### config.mk
export PLATFORM = sky130hd
export DESIGN_NAME = hwmon_limit_status_one
export DESIGN_NICKNAME = d
export VERILOG_FILES = /design/src/rtl/hwmon_pkg.sv /design/src/rtl/hwmon_limit_status_one.sv /design/src/rtl/limit_check.sv
export SDC_FILE = /design/constraint.sdc
export NUM_CORES = 1
export LEC_CHECK = 0
export BUFFER_PORTS_ARGS = -buffer_cell sky130_fd_sc_hd__buf_4
export CELL_PAD_IN_SITES_DETAIL_PLACEMENT = 0
export CELL_PAD_IN_SITES_GLOBAL_PLACEMENT = 1
export CORE_ASPECT_RATIO = 0.8
export CORE_MARGIN = 3
export CORE_UTILIZATION = 34
export CTS_CLUSTER_DIAMETER = 120
export DETAILED_ROUTE_END_ITERATION = 7
export PLACE_DENSITY_LB_ADDON = 0.1
export RECOVER_POWER = 25
export SYNTH_ARGS = -nofsm -noshare
export SYNTH_HDL_FRONTEND = slang
export SYNTH_HIERARCHICAL = 1
export SYNTH_SLANG_ARGS = --single-unit
### constraint.sdc
create_clock -name ref_clk_i -period 1.64 [get_ports ref_clk_i]
set_clock_uncertainty 0.15 [all_clocks]
set_input_delay 0.082 -clock ref_clk_i [delete_from_list [all_inputs] [get_ports ref_clk_i]]
set_output_delay 0.082 -clock ref_clk_i [all_outputs]
set_load 0.005 [all_outputs]
### src/rtl/hwmon_pkg.sv
// hwmon_pkg: register indices, field positions and reset values of the
// first limit-status block, and the limit channel carrier.
// assumes the bus carries word addresses, one register per 32-bit word.
package hwmon_pkg;

	localparam int unsigned REG_AW    = 8;
	localparam int unsigned DATA_W    = 8;
	localparam int unsigned NUM_FLAGS = 7;
	localparam int unsigned NUM_VOLT  = 4;
	localparam int unsigned NUM_TEMP  = 3;

	// register indices; byte address is four times the index
	localparam logic [7:0] IDX_CTRL     = 8'h40;
	localparam logic [7:0] IDX_STATUS1  = 8'h41;
	localparam logic [7:0] IDX_VOLT_EN  = 8'h80;
	localparam logic [7:0] IDX_TEMP_EN  = 8'h82;
	localparam logic [7:0] IDX_IRQ_STAT = 8'h90;
	localparam logic [7:0] IDX_IRQ_MASK = 8'h91;

	// control register fields
	localparam int unsigned CTRL_START_BIT  = 0;
	localparam int unsigned CTRL_TEMP_GRP   = 1;
	localparam int unsigned CTRL_GLOBAL_IRQ = 2;

	// status register layout
	localparam int unsigned SUMMARY_BIT = 7;
	localparam int unsigned VOLT_LSB    = 0;
	localparam int unsigned TEMP_LSB    = 4;

	// reset values
	localparam logic [7:0] RST_CTRL     = 8'h00;
	localparam logic [6:0] RST_FLAGS    = 7'h00;
	localparam logic [7:0] RST_VOLT_EN  = 8'h00;
	localparam logic [7:0] RST_TEMP_EN  = 8'h00;
	localparam logic [7:0] RST_IRQ_STAT = 8'h00;
	localparam logic [7:0] RST_IRQ_MASK = 8'h00;
	localparam logic [31:0] RST_RDATA   = 32'h0000_0000;

	// one converted quantity and its programmed window
	typedef struct packed {
		logic [7:0] reading;
		logic [7:0] low_limit;
		logic [7:0] high_limit;
	} limit_chan_t;

endpackage

### src/rtl/hwmon_limit_status_one.sv
// hwmon_limit_status_one: first limit-status register of the hardware
// monitor, with its start, enable and event-interrupt registers.
// assumes readings and limits arrive on ref_clk_i, supply good is a pin.
//
// Operation
// [RQ1] rise of supply good returns status flags 6:0 to zero
// [RQ2] bit 7 follows the second status register's any-flag summary
// [RQ3] writes to the summary bit neither set nor clear it
// [RQ4] software reads the second status register only when bit 7 is set
// [RQ5] flags 6:0 latch on violation, hold until write-one or enable drop
// [RQ6] write-one clears a voltage flag only if its reading is now good
// [RQ7] write-one clears a temperature flag only if its event has ended
// [RQ8] writing zero to a flag leaves it unchanged
// [RQ9] no flag sets without start and its enable; enables act under start
// [RQ10] with start set, dropping a flag's enable clears it at once
// [RQ11] with start clear, dropping an enable leaves the flag alone
// [RQ12] raising start while a flag's enable is zero clears that flag
// [RQ13] toggling start with the enable set leaves the flag unchanged
// [RQ14] temperature group and global irq enables never touch flags
// [RQ15] voltage flags trip at or below low limit or above high limit
// [RQ16] temperature flags trip at or below low limit or above high limit
// [RQ17] temperature flag enables live in the register at index 82h
// [RQ18] start clear means no monitoring and no flags set
// [RQ19] a set and a clear of one flag together leave the flag set; a supply good rise still clears the flag against a set
//
// Our own choice: the Avalon-MM interface to the registers.
`timescale 1ns/10ps
module hwmon_limit_status_one (
	input  wire logic                     ref_clk_i,
	input  wire logic                     rst_i,
	input  wire logic [7:0]               avs_address_i,
	input  wire logic                     avs_read_i,
	input  wire logic                     avs_write_i,
	input  wire logic [3:0]               avs_byteenable_i,
	input  wire logic [31:0]              avs_writedata_i,
	output logic [31:0]                   avs_readdata_o,
	output logic                          avs_waitrequest_o,
	input  hwmon_pkg::limit_chan_t [6:0]  chan_i,
	input  wire logic                     second_status_summary_i,
	input  wire logic                     supply_good_input_i,
	output logic                          irq_o
);
	import hwmon_pkg::*;

	function automatic logic reg_hit(input logic [7:0] a,
	                                 input logic [7:0] idx);
		reg_hit = (a == idx);
	endfunction

	// supply good synchroniser and rise detector
	logic pg_meta_reg;
	logic pg_sync_reg;
	logic pg_prev_reg;
	logic pg_rise;

	always_ff @(posedge ref_clk_i) begin
		if (rst_i) begin
			pg_meta_reg <= 1'b0;
			pg_sync_reg <= 1'b0;
			pg_prev_reg <= 1'b0;
		end else begin
			pg_meta_reg <= supply_good_input_i;
			pg_sync_reg <= pg_meta_reg;
			pg_prev_reg <= pg_sync_reg;
		end
	end

	assign pg_rise = pg_sync_reg & ~pg_prev_reg;

	// window comparators, one per flag
	logic [NUM_FLAGS-1:0] viol;

	for (genvar g = 0; g < NUM_FLAGS; g++) begin : g_chk
		limit_check #(
			.W (DATA_W)
		) u_chk (
			.ref_clk_i (ref_clk_i),
			.rst_i     (rst_i),
			.reading_i (chan_i[g].reading),
			.low_i     (chan_i[g].low_limit),
			.high_i    (chan_i[g].high_limit),
			.violate_o (viol[g])
		);
	end

	// bus slave: one wait state on every access, reads and writes alike
	logic ack_reg;
	logic bus_req;
	logic bus_done;
	logic wr_lane0;
	logic rd_done;

	assign bus_req           = avs_read_i | avs_write_i;
	assign avs_waitrequest_o = bus_req & ~ack_reg;
	assign bus_done          = bus_req & ack_reg;
	assign wr_lane0          = bus_done & avs_write_i & avs_byteenable_i[0];
	assign rd_done           = bus_done & avs_read_i;

	always_ff @(posedge ref_clk_i) begin
		if (rst_i) begin
			ack_reg <= 1'b0;
		end else begin
			ack_reg <= bus_req & ~ack_reg;
		end
	end

	logic [7:0] wdata;
	logic       wr_ctrl;
	logic       wr_stat;
	logic       wr_volt_en;
	logic       wr_temp_en;
	logic       wr_irq_mask;
	logic       rd_irq_stat;

	assign wdata       = avs_writedata_i[7:0];
	assign wr_ctrl     = wr_lane0 & reg_hit(avs_address_i, IDX_CTRL);
	assign wr_stat     = wr_lane0 & reg_hit(avs_address_i, IDX_STATUS1);
	assign wr_volt_en  = wr_lane0 & reg_hit(avs_address_i, IDX_VOLT_EN);
	assign wr_temp_en  = wr_lane0 & reg_hit(avs_address_i, IDX_TEMP_EN);
	assign wr_irq_mask = wr_lane0 & reg_hit(avs_address_i, IDX_IRQ_MASK);
	assign rd_irq_stat = rd_done & reg_hit(avs_address_i, IDX_IRQ_STAT);

	// control and enable registers
	logic [7:0] ctrl_reg;
	logic [7:0] volt_en_reg;
	logic [7:0] temp_en_reg;
	logic [7:0] irq_mask_reg;

	always_ff @(posedge ref_clk_i) begin
		if (rst_i) begin
			ctrl_reg <= RST_CTRL;
		end else if (wr_ctrl) begin
			ctrl_reg <= {5'h00, wdata[2:0]};
		end
	end

	always_ff @(posedge ref_clk_i) begin
		if (rst_i) begin
			volt_en_reg <= RST_VOLT_EN;
		end else if (wr_volt_en) begin
			volt_en_reg <= {4'h0, wdata[3:0]};
		end
	end

	// temperature enables sit at their own index, low three bits
	always_ff @(posedge ref_clk_i) begin
		if (rst_i) begin
			temp_en_reg <= RST_TEMP_EN;
		end else if (wr_temp_en) begin
			temp_en_reg <= {5'h00, wdata[2:0]}; // RQ17
		end
	end

	always_ff @(posedge ref_clk_i) begin
		if (rst_i) begin
			irq_mask_reg <= RST_IRQ_MASK;
		end else if (wr_irq_mask) begin
			irq_mask_reg <= wdata;
		end
	end

	// flag engine
	logic                 start;
	logic [NUM_FLAGS-1:0] en_all;
	logic [NUM_FLAGS-1:0] set_cond;
	logic [NUM_FLAGS-1:0] clr_en;
	logic [NUM_FLAGS-1:0] clr_w1;
	logic [NUM_FLAGS-1:0] flags_reg;
	logic [NUM_FLAGS-1:0] flags_next;

	assign start  = ctrl_reg[CTRL_START_BIT];
	assign en_all = {temp_en_reg[NUM_TEMP-1:0], volt_en_reg[NUM_VOLT-1:0]};

	// enables are only looked at while start is high, so an enable that
	// drops under start clear waits for start to rise before it acts
	assign set_cond = {NUM_FLAGS{start}} & en_all & viol; // RQ9 RQ18
	assign clr_en   = {NUM_FLAGS{start}} & ~en_all; // RQ10 RQ11 RQ12 RQ13

	// a one clears only a flag whose condition has gone; bit 7 is dropped
	assign clr_w1 = wr_stat ? (wdata[6:0] & ~viol) : '0; // RQ3 RQ6 RQ7 RQ8

	always_comb begin
		if (pg_rise) begin
			flags_next = RST_FLAGS; // RQ1
		end else begin
			// set is or-ed last so it beats an enable-drop or write-one clear in the same cycle
			flags_next = (flags_reg & ~clr_en & ~clr_w1) | set_cond; // RQ5 RQ19
		end
	end

	always_ff @(posedge ref_clk_i) begin
		if (rst_i) begin
			flags_reg <= RST_FLAGS;
		end else begin
			flags_reg <= flags_next;
		end
	end

	logic [7:0] status_val;

	// summary is live, never stored, so it drops as soon as the far side
	assign status_val = {second_status_summary_i, flags_reg}; // RQ2

	// event interrupts: new flag sets and summary rises are sticky
	logic       summary_prev_reg;
	logic [7:0] irq_ev;
	logic [7:0] irq_stat_reg;
	logic [7:0] grp_mask;

	always_ff @(posedge ref_clk_i) begin
		if (rst_i) begin
			summary_prev_reg <= 1'b0;
		end else begin
			summary_prev_reg <= second_status_summary_i;
		end
	end

	assign irq_ev = {second_status_summary_i & ~summary_prev_reg,
	                 set_cond & ~flags_reg};

	always_ff @(posedge ref_clk_i) begin
		if (rst_i) begin
			irq_stat_reg <= RST_IRQ_STAT;
		end else if (rd_irq_stat) begin
			// clear only what the read returned, so an event that lands
			// in the wait cycle stays pending for the next read
			irq_stat_reg <= (irq_stat_reg & ~readdata_reg[7:0]) | irq_ev;
		end else begin
			irq_stat_reg <= irq_stat_reg | irq_ev;
		end
	end

	// group and global enables gate only the line, never the flags
	assign grp_mask = {1'b1, {NUM_TEMP{ctrl_reg[CTRL_TEMP_GRP]}},
	                   {NUM_VOLT{1'b1}}}; // RQ14
	assign irq_o    = ctrl_reg[CTRL_GLOBAL_IRQ] &
	                  (|(irq_stat_reg & irq_mask_reg & grp_mask)); // RQ14

	// read data is captured in the wait cycle and stands at completion
	logic [7:0]  rd_mux;
	logic [31:0] readdata_reg;

	always_comb begin
		if (reg_hit(avs_address_i, IDX_CTRL)) begin
			rd_mux = ctrl_reg;
		end else if (reg_hit(avs_address_i, IDX_STATUS1)) begin
			rd_mux = status_val;
		end else if (reg_hit(avs_address_i, IDX_VOLT_EN)) begin
			rd_mux = volt_en_reg;
		end else if (reg_hit(avs_address_i, IDX_TEMP_EN)) begin
			rd_mux = temp_en_reg;
		end else if (reg_hit(avs_address_i, IDX_IRQ_STAT)) begin
			rd_mux = irq_stat_reg;
		end else if (reg_hit(avs_address_i, IDX_IRQ_MASK)) begin
			rd_mux = irq_mask_reg;
		end else begin
			rd_mux = 8'h00;
		end
	end

	always_ff @(posedge ref_clk_i) begin
		if (rst_i) begin
			readdata_reg <= RST_RDATA;
		end else if (avs_read_i & ~ack_reg) begin
			readdata_reg <= {24'h00_0000, rd_mux};
		end
	end

	assign avs_readdata_o = readdata_reg;
endmodule

### src/rtl/limit_check.sv
// limit_check: registered window comparator for one monitored quantity.
// assumes reading and limits come from logic on the same clock.
`timescale 1ns/10ps
module limit_check #(
	parameter int unsigned W = 8
) (
	input  wire logic         ref_clk_i,
	input  wire logic         rst_i,
	input  wire logic [W-1:0] reading_i,
	input  wire logic [W-1:0] low_i,
	input  wire logic [W-1:0] high_i,
	output logic              violate_o
);

	// trips at or below the low limit, strictly above the high limit
	always_ff @(posedge ref_clk_i) begin
		if (rst_i) begin
			violate_o <= 1'b0;
		end else begin
			violate_o <= (reading_i <= low_i) || (reading_i > high_i); // RQ15 RQ16
		end
	end
endmodule

# Yosys cells after proc, flatten, opt, wreduce, memory -nomap -nowiden
# Cells that the tools add are included.
[word_totals]
regBits = 53
latchBits = 0
ramBits = 0
rom_bits = 0
inputBits = 218
out_inout_bits = 34
elab_cells = 94
memories = 0
[op_classes]
n_addsub = 0
multipliers = 0
div = 0
magnitude_cmp = 14
n_eq_ne = 6
n_shift = 0
mux = 8
n_bitwise = 38
reduce_logical = 9
[op_table]
columns = ["operator", "n"]
rows = [
  ["$gt 8x8->1", 7],
  ["$le 8x8->1", 7],
  ["$mux 8", 7],
  ["$and 7x7->7", 7],
  ["$not 7->7", 5],
  ["$eq 8x8->1 const B", 4],
  ["$and 8x8->8", 3],
  ["$eq 8x7->1 const B", 2],
  ["$or 8x8->8", 2],
  ["$and 1x1->1", 15],
  ["$not 8->8", 1],
  ["$reduce_or 8->1", 1],
  ["$logic_or 1x1->1", 7],
  ["$mux 7", 1],
  ["$or 7x7->7", 1],
  ["$not 1->1", 3],
  ["$reduce_or 2->1", 1],
  ["$or 1x1->1", 1],
]

# Longest topological paths before layout
[logic_depth]
depth_word = 9
ltp_mapped = 7

# Cells and area by module
# Netlist, hierarchy kept.
[by_module_without_submodules]
columns = ["mod", "instances", "cells_per_inst", "area_per_inst_um2", "seq_area_each_um2"]
rows = [
  ["limit_check", 7, 56, 419.2, 20.0],
  ["hwmon_limit_status_one", 1, 280, 2452.4, 920.9],
]

# Least setup slack after synthesis
# Ideal clock, no wire load.
[synth_timing]
path_kind = "flip-flop to flip-flop"
startpoint = "reg ack_reg"
endpoint = "reg irq_mask_reg[0]"
arrival_time_ps = 1149
slack_ps = 214
stages_incl_launch_ff = 6
period_less_slack_ps = 1426
cell_sequence = "dfxtp_1 and3_1 and4_1 buf_4 mux2i_1 nor2_1"
[synth_between]
elab_chain_len = 4
[synth_rtl]
columns = ["element", "line_no", "text"]
rows = [
  ["start: declaration", "hwmon_limit_status_one.sv:87", "logic ack_reg;"],
  ["start signal: assignment", "hwmon_limit_status_one.sv:103", "ack_reg <= bus_req & ~ack_reg;"],
  ["$and 1x1->1", "hwmon_limit_status_one.sv:95", "assign bus_done = bus_req & ack_reg;"],
  ["$and 1x1->1 (2 in series)", "hwmon_limit_status_one.sv:96", "assign wr_lane0 = bus_done & avs_write_i & avs_byteenable_i[0];"],
  ["$and 1x1->1", "hwmon_limit_status_one.sv:120", "assign wr_irq_mask = wr_lane0 & reg_hit(avs_address_i, IDX_IRQ_MASK);"],
  ["end signal: assignment", "hwmon_limit_status_one.sv:158", "irq_mask_reg <= wdata;"],
  ["end: declaration", "hwmon_limit_status_one.sv:127", "logic [7:0] irq_mask_reg;"],
]
# No other way between the ends.
# A chain may end at the register's enable or synchronous reset.

# Final worst setup path
[layout_timing]
startpoint = "reg irq_mask_reg[6]"
endpoint = "out irq_o"
[layout_between]
elab_chain_len = 4
[layout_rtl]
columns = ["element", "line_no", "text"]
rows = [
  ["$and 8x8->8 (2 in series)", "hwmon_limit_status_one.sv:237", "(|(irq_stat_reg & irq_mask_reg & grp_mask));"],
  ["$reduce_or 8->1", "hwmon_limit_status_one.sv:237", ""],
  ["$and 1x1->1", "hwmon_limit_status_one.sv:236", "assign irq_o = ctrl_reg[CTRL_GLOBAL_IRQ] &"],
  ["end: declaration", "hwmon_limit_status_one.sv:41", "output logic irq_o"],
]
# No other way between the ends.

==> summary.txt <==
Synth
  – Netlist Area Pre-Place: 5386 µm²
  – Avg Cell Area, Syn: around 8 µm²
  – Post-synth EDFFs: 0
  – Yosys warning count: 6
  – Sequential share of the synthesized area: 19.70%
  – Asr flop ratio synth: 0%
  – Cells after Synth: between 600 and 700
  – Yosys reg bits: 53
  – Unique cell type count in the Yosys netlist: 42
  – Top_reg_cell synth: dfxtp_1

Clock network
  – Clk sink count: 53
  – H-tree levels: 2
  – CTS buffer count: 5
  – CTS tree: built
  – Clock-pin slew on the worst setup and hold paths: 0.07 ns
  – Clock Latency Late Sink: roughly 0.29 ns
  – Root Buffer Master: clkbuf_16
  – Clock Path Buffers: 2

Setup path
  – Crit Path Category: reg2out
  – Crit path buffers/inverters: 1
  – Crit. Startpoint: irq_mask_reg[6]
  – Worst path slowest cell: a222oi_1
  – Max stage delay on crit path: around 0.36 ns
  – Worst setup EP type: primary output
  – Crit path max-delay family: compound AO/OA/AOI/OAI gates
  – Worst-path cell chain: a222oi_1 > nand2b_1 > a31oi_2 > buf_4
  – CP Launch Type: flip-flop
  – Worst flop-to-flop path startpoint: ack_reg
  – Worst EP arrival: ~1.4 ns
  – Worst Path Required: about 1.4 ns
  – Largest fanout on the critical path: 2

Flow run
  – Max-Cap Viols: 0

Outcome
  – Outcome: finished, violations left
  – Failing checks: negative setup slack

Routing
  – Total wire length: 15.09 mm
  – DRT iter0 DRCs: about 230
  – Routed len/inst: between 10 and 15 µm
  – Routed Antenna Nets: 0
  – Via count: about 5,400
  – Drt drc: 0
  – Via density: slightly below 5
  – Router iterations before antenna repair: 6

Die
  – Chip height: roughly 120 µm
  – I/O pins: between 200 and 300
  – Die ar.: approximately 17,000 µm²
  – Core Box Area: about 15,000 µm²
  – Initial core utilization: a little over a third
  – # rows: 40
  – Chip Width: 146.7 µm

Timing
  – Post-route setup slack: -0.007146 ns
  – Final setup vio count: 1
  – Final hold vios: 0
  – RSZ-0062 raised after global routing: yes
  – Slew @ Worst Pin: between 0.6 and 0.7 ns
  – Rel. slew slack: roughly three fifths
  – Crit share post-route: 100.4%
  – Final Slew Violations: 0
  – Tmin final: roughly 1.6 ns
  – WHS: around 0.056 ns
  – Fmax: 607.1 MHz

Global routing
  – First-pass GRT wire length: approximately 25 mm
  – Gr ovfl total: 0
  – Gr usage total: between 15 and 20%
  – Initial antenna violation count: 0
  – Vias in the first global route: approximately 5,500
  – Largest net degree at the start of global routing: 27

Min path
  – Hold WC Path Type: in2reg
  – HP Start: chan_i[47]

Finish
  – Syn-to-layout area delta: 38.88%
  – Fin cells: roughly 1,100
  – # nets final: 1,234
  – Proportion of layout cells with a drive suffix above 1: a little over a quarter
  – Number of diodes: 0

Place
  – IO buf count: 200
  – Post-placement cell count: approximately 1,100
  – Hpwl dp: between 10 and 15 mm
  – Final RePlAce weighted congestion: between 0.8 and 0.9

Power
  – Power per Cell Area: 496.0 nW/µm²
  – P_leak: ~3.9 nW
  – VDD IR-drop max: approximately 0.38 mV
[cells in the final DEF, fill, tap and decap left out, types with 4 or more instances in the layout]
cell type,n
a21oi_1,57
nand4_1,29
conb_1,24
nand2b_1,4
or3_1,8
dlygate4sd3_1,12
nor2_1,44
ha_1,112
nand2_1,20
a21o_1,13
a22oi_1,5
mux2i_1,19
inv_1,117
o211ai_1,14
a211oi_1,14
nor2b_1,26
dfxtp_1,51
o211ai_2,7
nand4b_1,7
buf_4,212
nor3_1,10
clkbuf_1,6
o21ai_0,16
nor4_1,9
nand3_1,15
clkbuf_4,5
clkbuf_16,5
and3b_1,8
[Yosys cell counts (all sizes together), types with 8 or more instances]
master / count / share of area, %
nor3: 10 / 0.93
nand4: 29 / 3.4
a21oi: 57 / 5.3
nor4: 10 / 1.3
or3: 8 / 0.93
dfxtp: 53 / 20
nand3: 15 / 1.4
o21ai: 16 / 1.5
nand2: 20 / 1.4
and3b: 8 / 1.3
o211ai: 21 / 3.6
buf: 30 / 4.0
a21o: 13 / 1.8
ha: 112 / 26
inv: 117 / 8.2
a211oi: 14 / 2.0
mux2i: 19 / 3.5
nor2: 44 / 3.1
nor2b: 26 / 3.0
[tightest hold or removal path: stages]
cell     delay [ns]
buf_4          0.09
ha_1           0.13
or3_1          0.09
a21oi_1        0.06
[power by group]
part | switching (W) | internal [W]
sequential | 0.0000216 | 0.00131
combinational | 0.000530 | 0.000643
clock | 0.000480 | 0.000723
[metal layers]
layer  vias to the layer above  global-route usage [%]  part of all wire, %
li1                       2816                       -                    -
met1                      2448                   23.49                   48
met2                       154                   28.60                   46
met3                        15                   2.261                  5.1
met4                         0                   2.409                 0.90
met5                         -                       0                    0
[stage by stage]
step | utilization (%) | setup WS [ns] | cell area, µm² | power [W] | TNS (ns)
after floorplan | - | 0.2136 | 5473 | 0.001981 | 0
after global placement | 47.15 | 0.01148 | 7197 | 0.002486 | 0
after detailed placement | 47.15 | 0.06442 | 7197 | 0.002519 | 0
after CTS | 49.16 | -0.01433 | 7503 | 0.003754 | -0.01433
after global routing | 49.01 | -0.1079 | 7481 | 0.003971 | -0.3387
final | 49.01 | -0.007146 | 7481 | 0.003711 | -0.007146
[cells by family (layout without fill, tap and decap cells)]
logic type,Yosys count,in the layout,share of synthesized area [%]
multiplexers,22,22,4.158
AND/OR/NAND/NOR,195,195,20.88
AO/OA/AOI/OAI,137,137,16.70
buffers and inverters,152,362,12.47
other,1,24,0.06962
adder cells (fa/ha/maj),112,112,26.02
flip-flops,53,53,19.70
[path summary, 6_finish.rpt]
check | to | slack [ns] | cells past startpoint
setup / recovery | irq_o | -0.007 | 4
hold / removal | g_chk[1].u_chk/violate_o | 0.06 | 4
setup reg to reg | irq_mask_reg[4] | 0.06 | 5
hold reg to reg | pg_sync_reg | 0.30 | 1
[what timing repair did]
item,4_1_cts,5_1_grt
pin swaps,2,0
endpoints found under the setup margin,1,14
gates resized for setup,2,3
buffers inserted,1,0
hold buffers,12,0
endpoints found under the hold margin,29,0
[area by class of cell]
class,instances,area (µm²)
sequential,53,1064
multi-input combinational,490,3747
clock buffer,5,125.1
timing repair buffer,237,1797
fill,1488,7784
inverter,117,439.2
clock inverter,3,46.29
tap,210,262.8
Power figures use the tool's default switching activity.
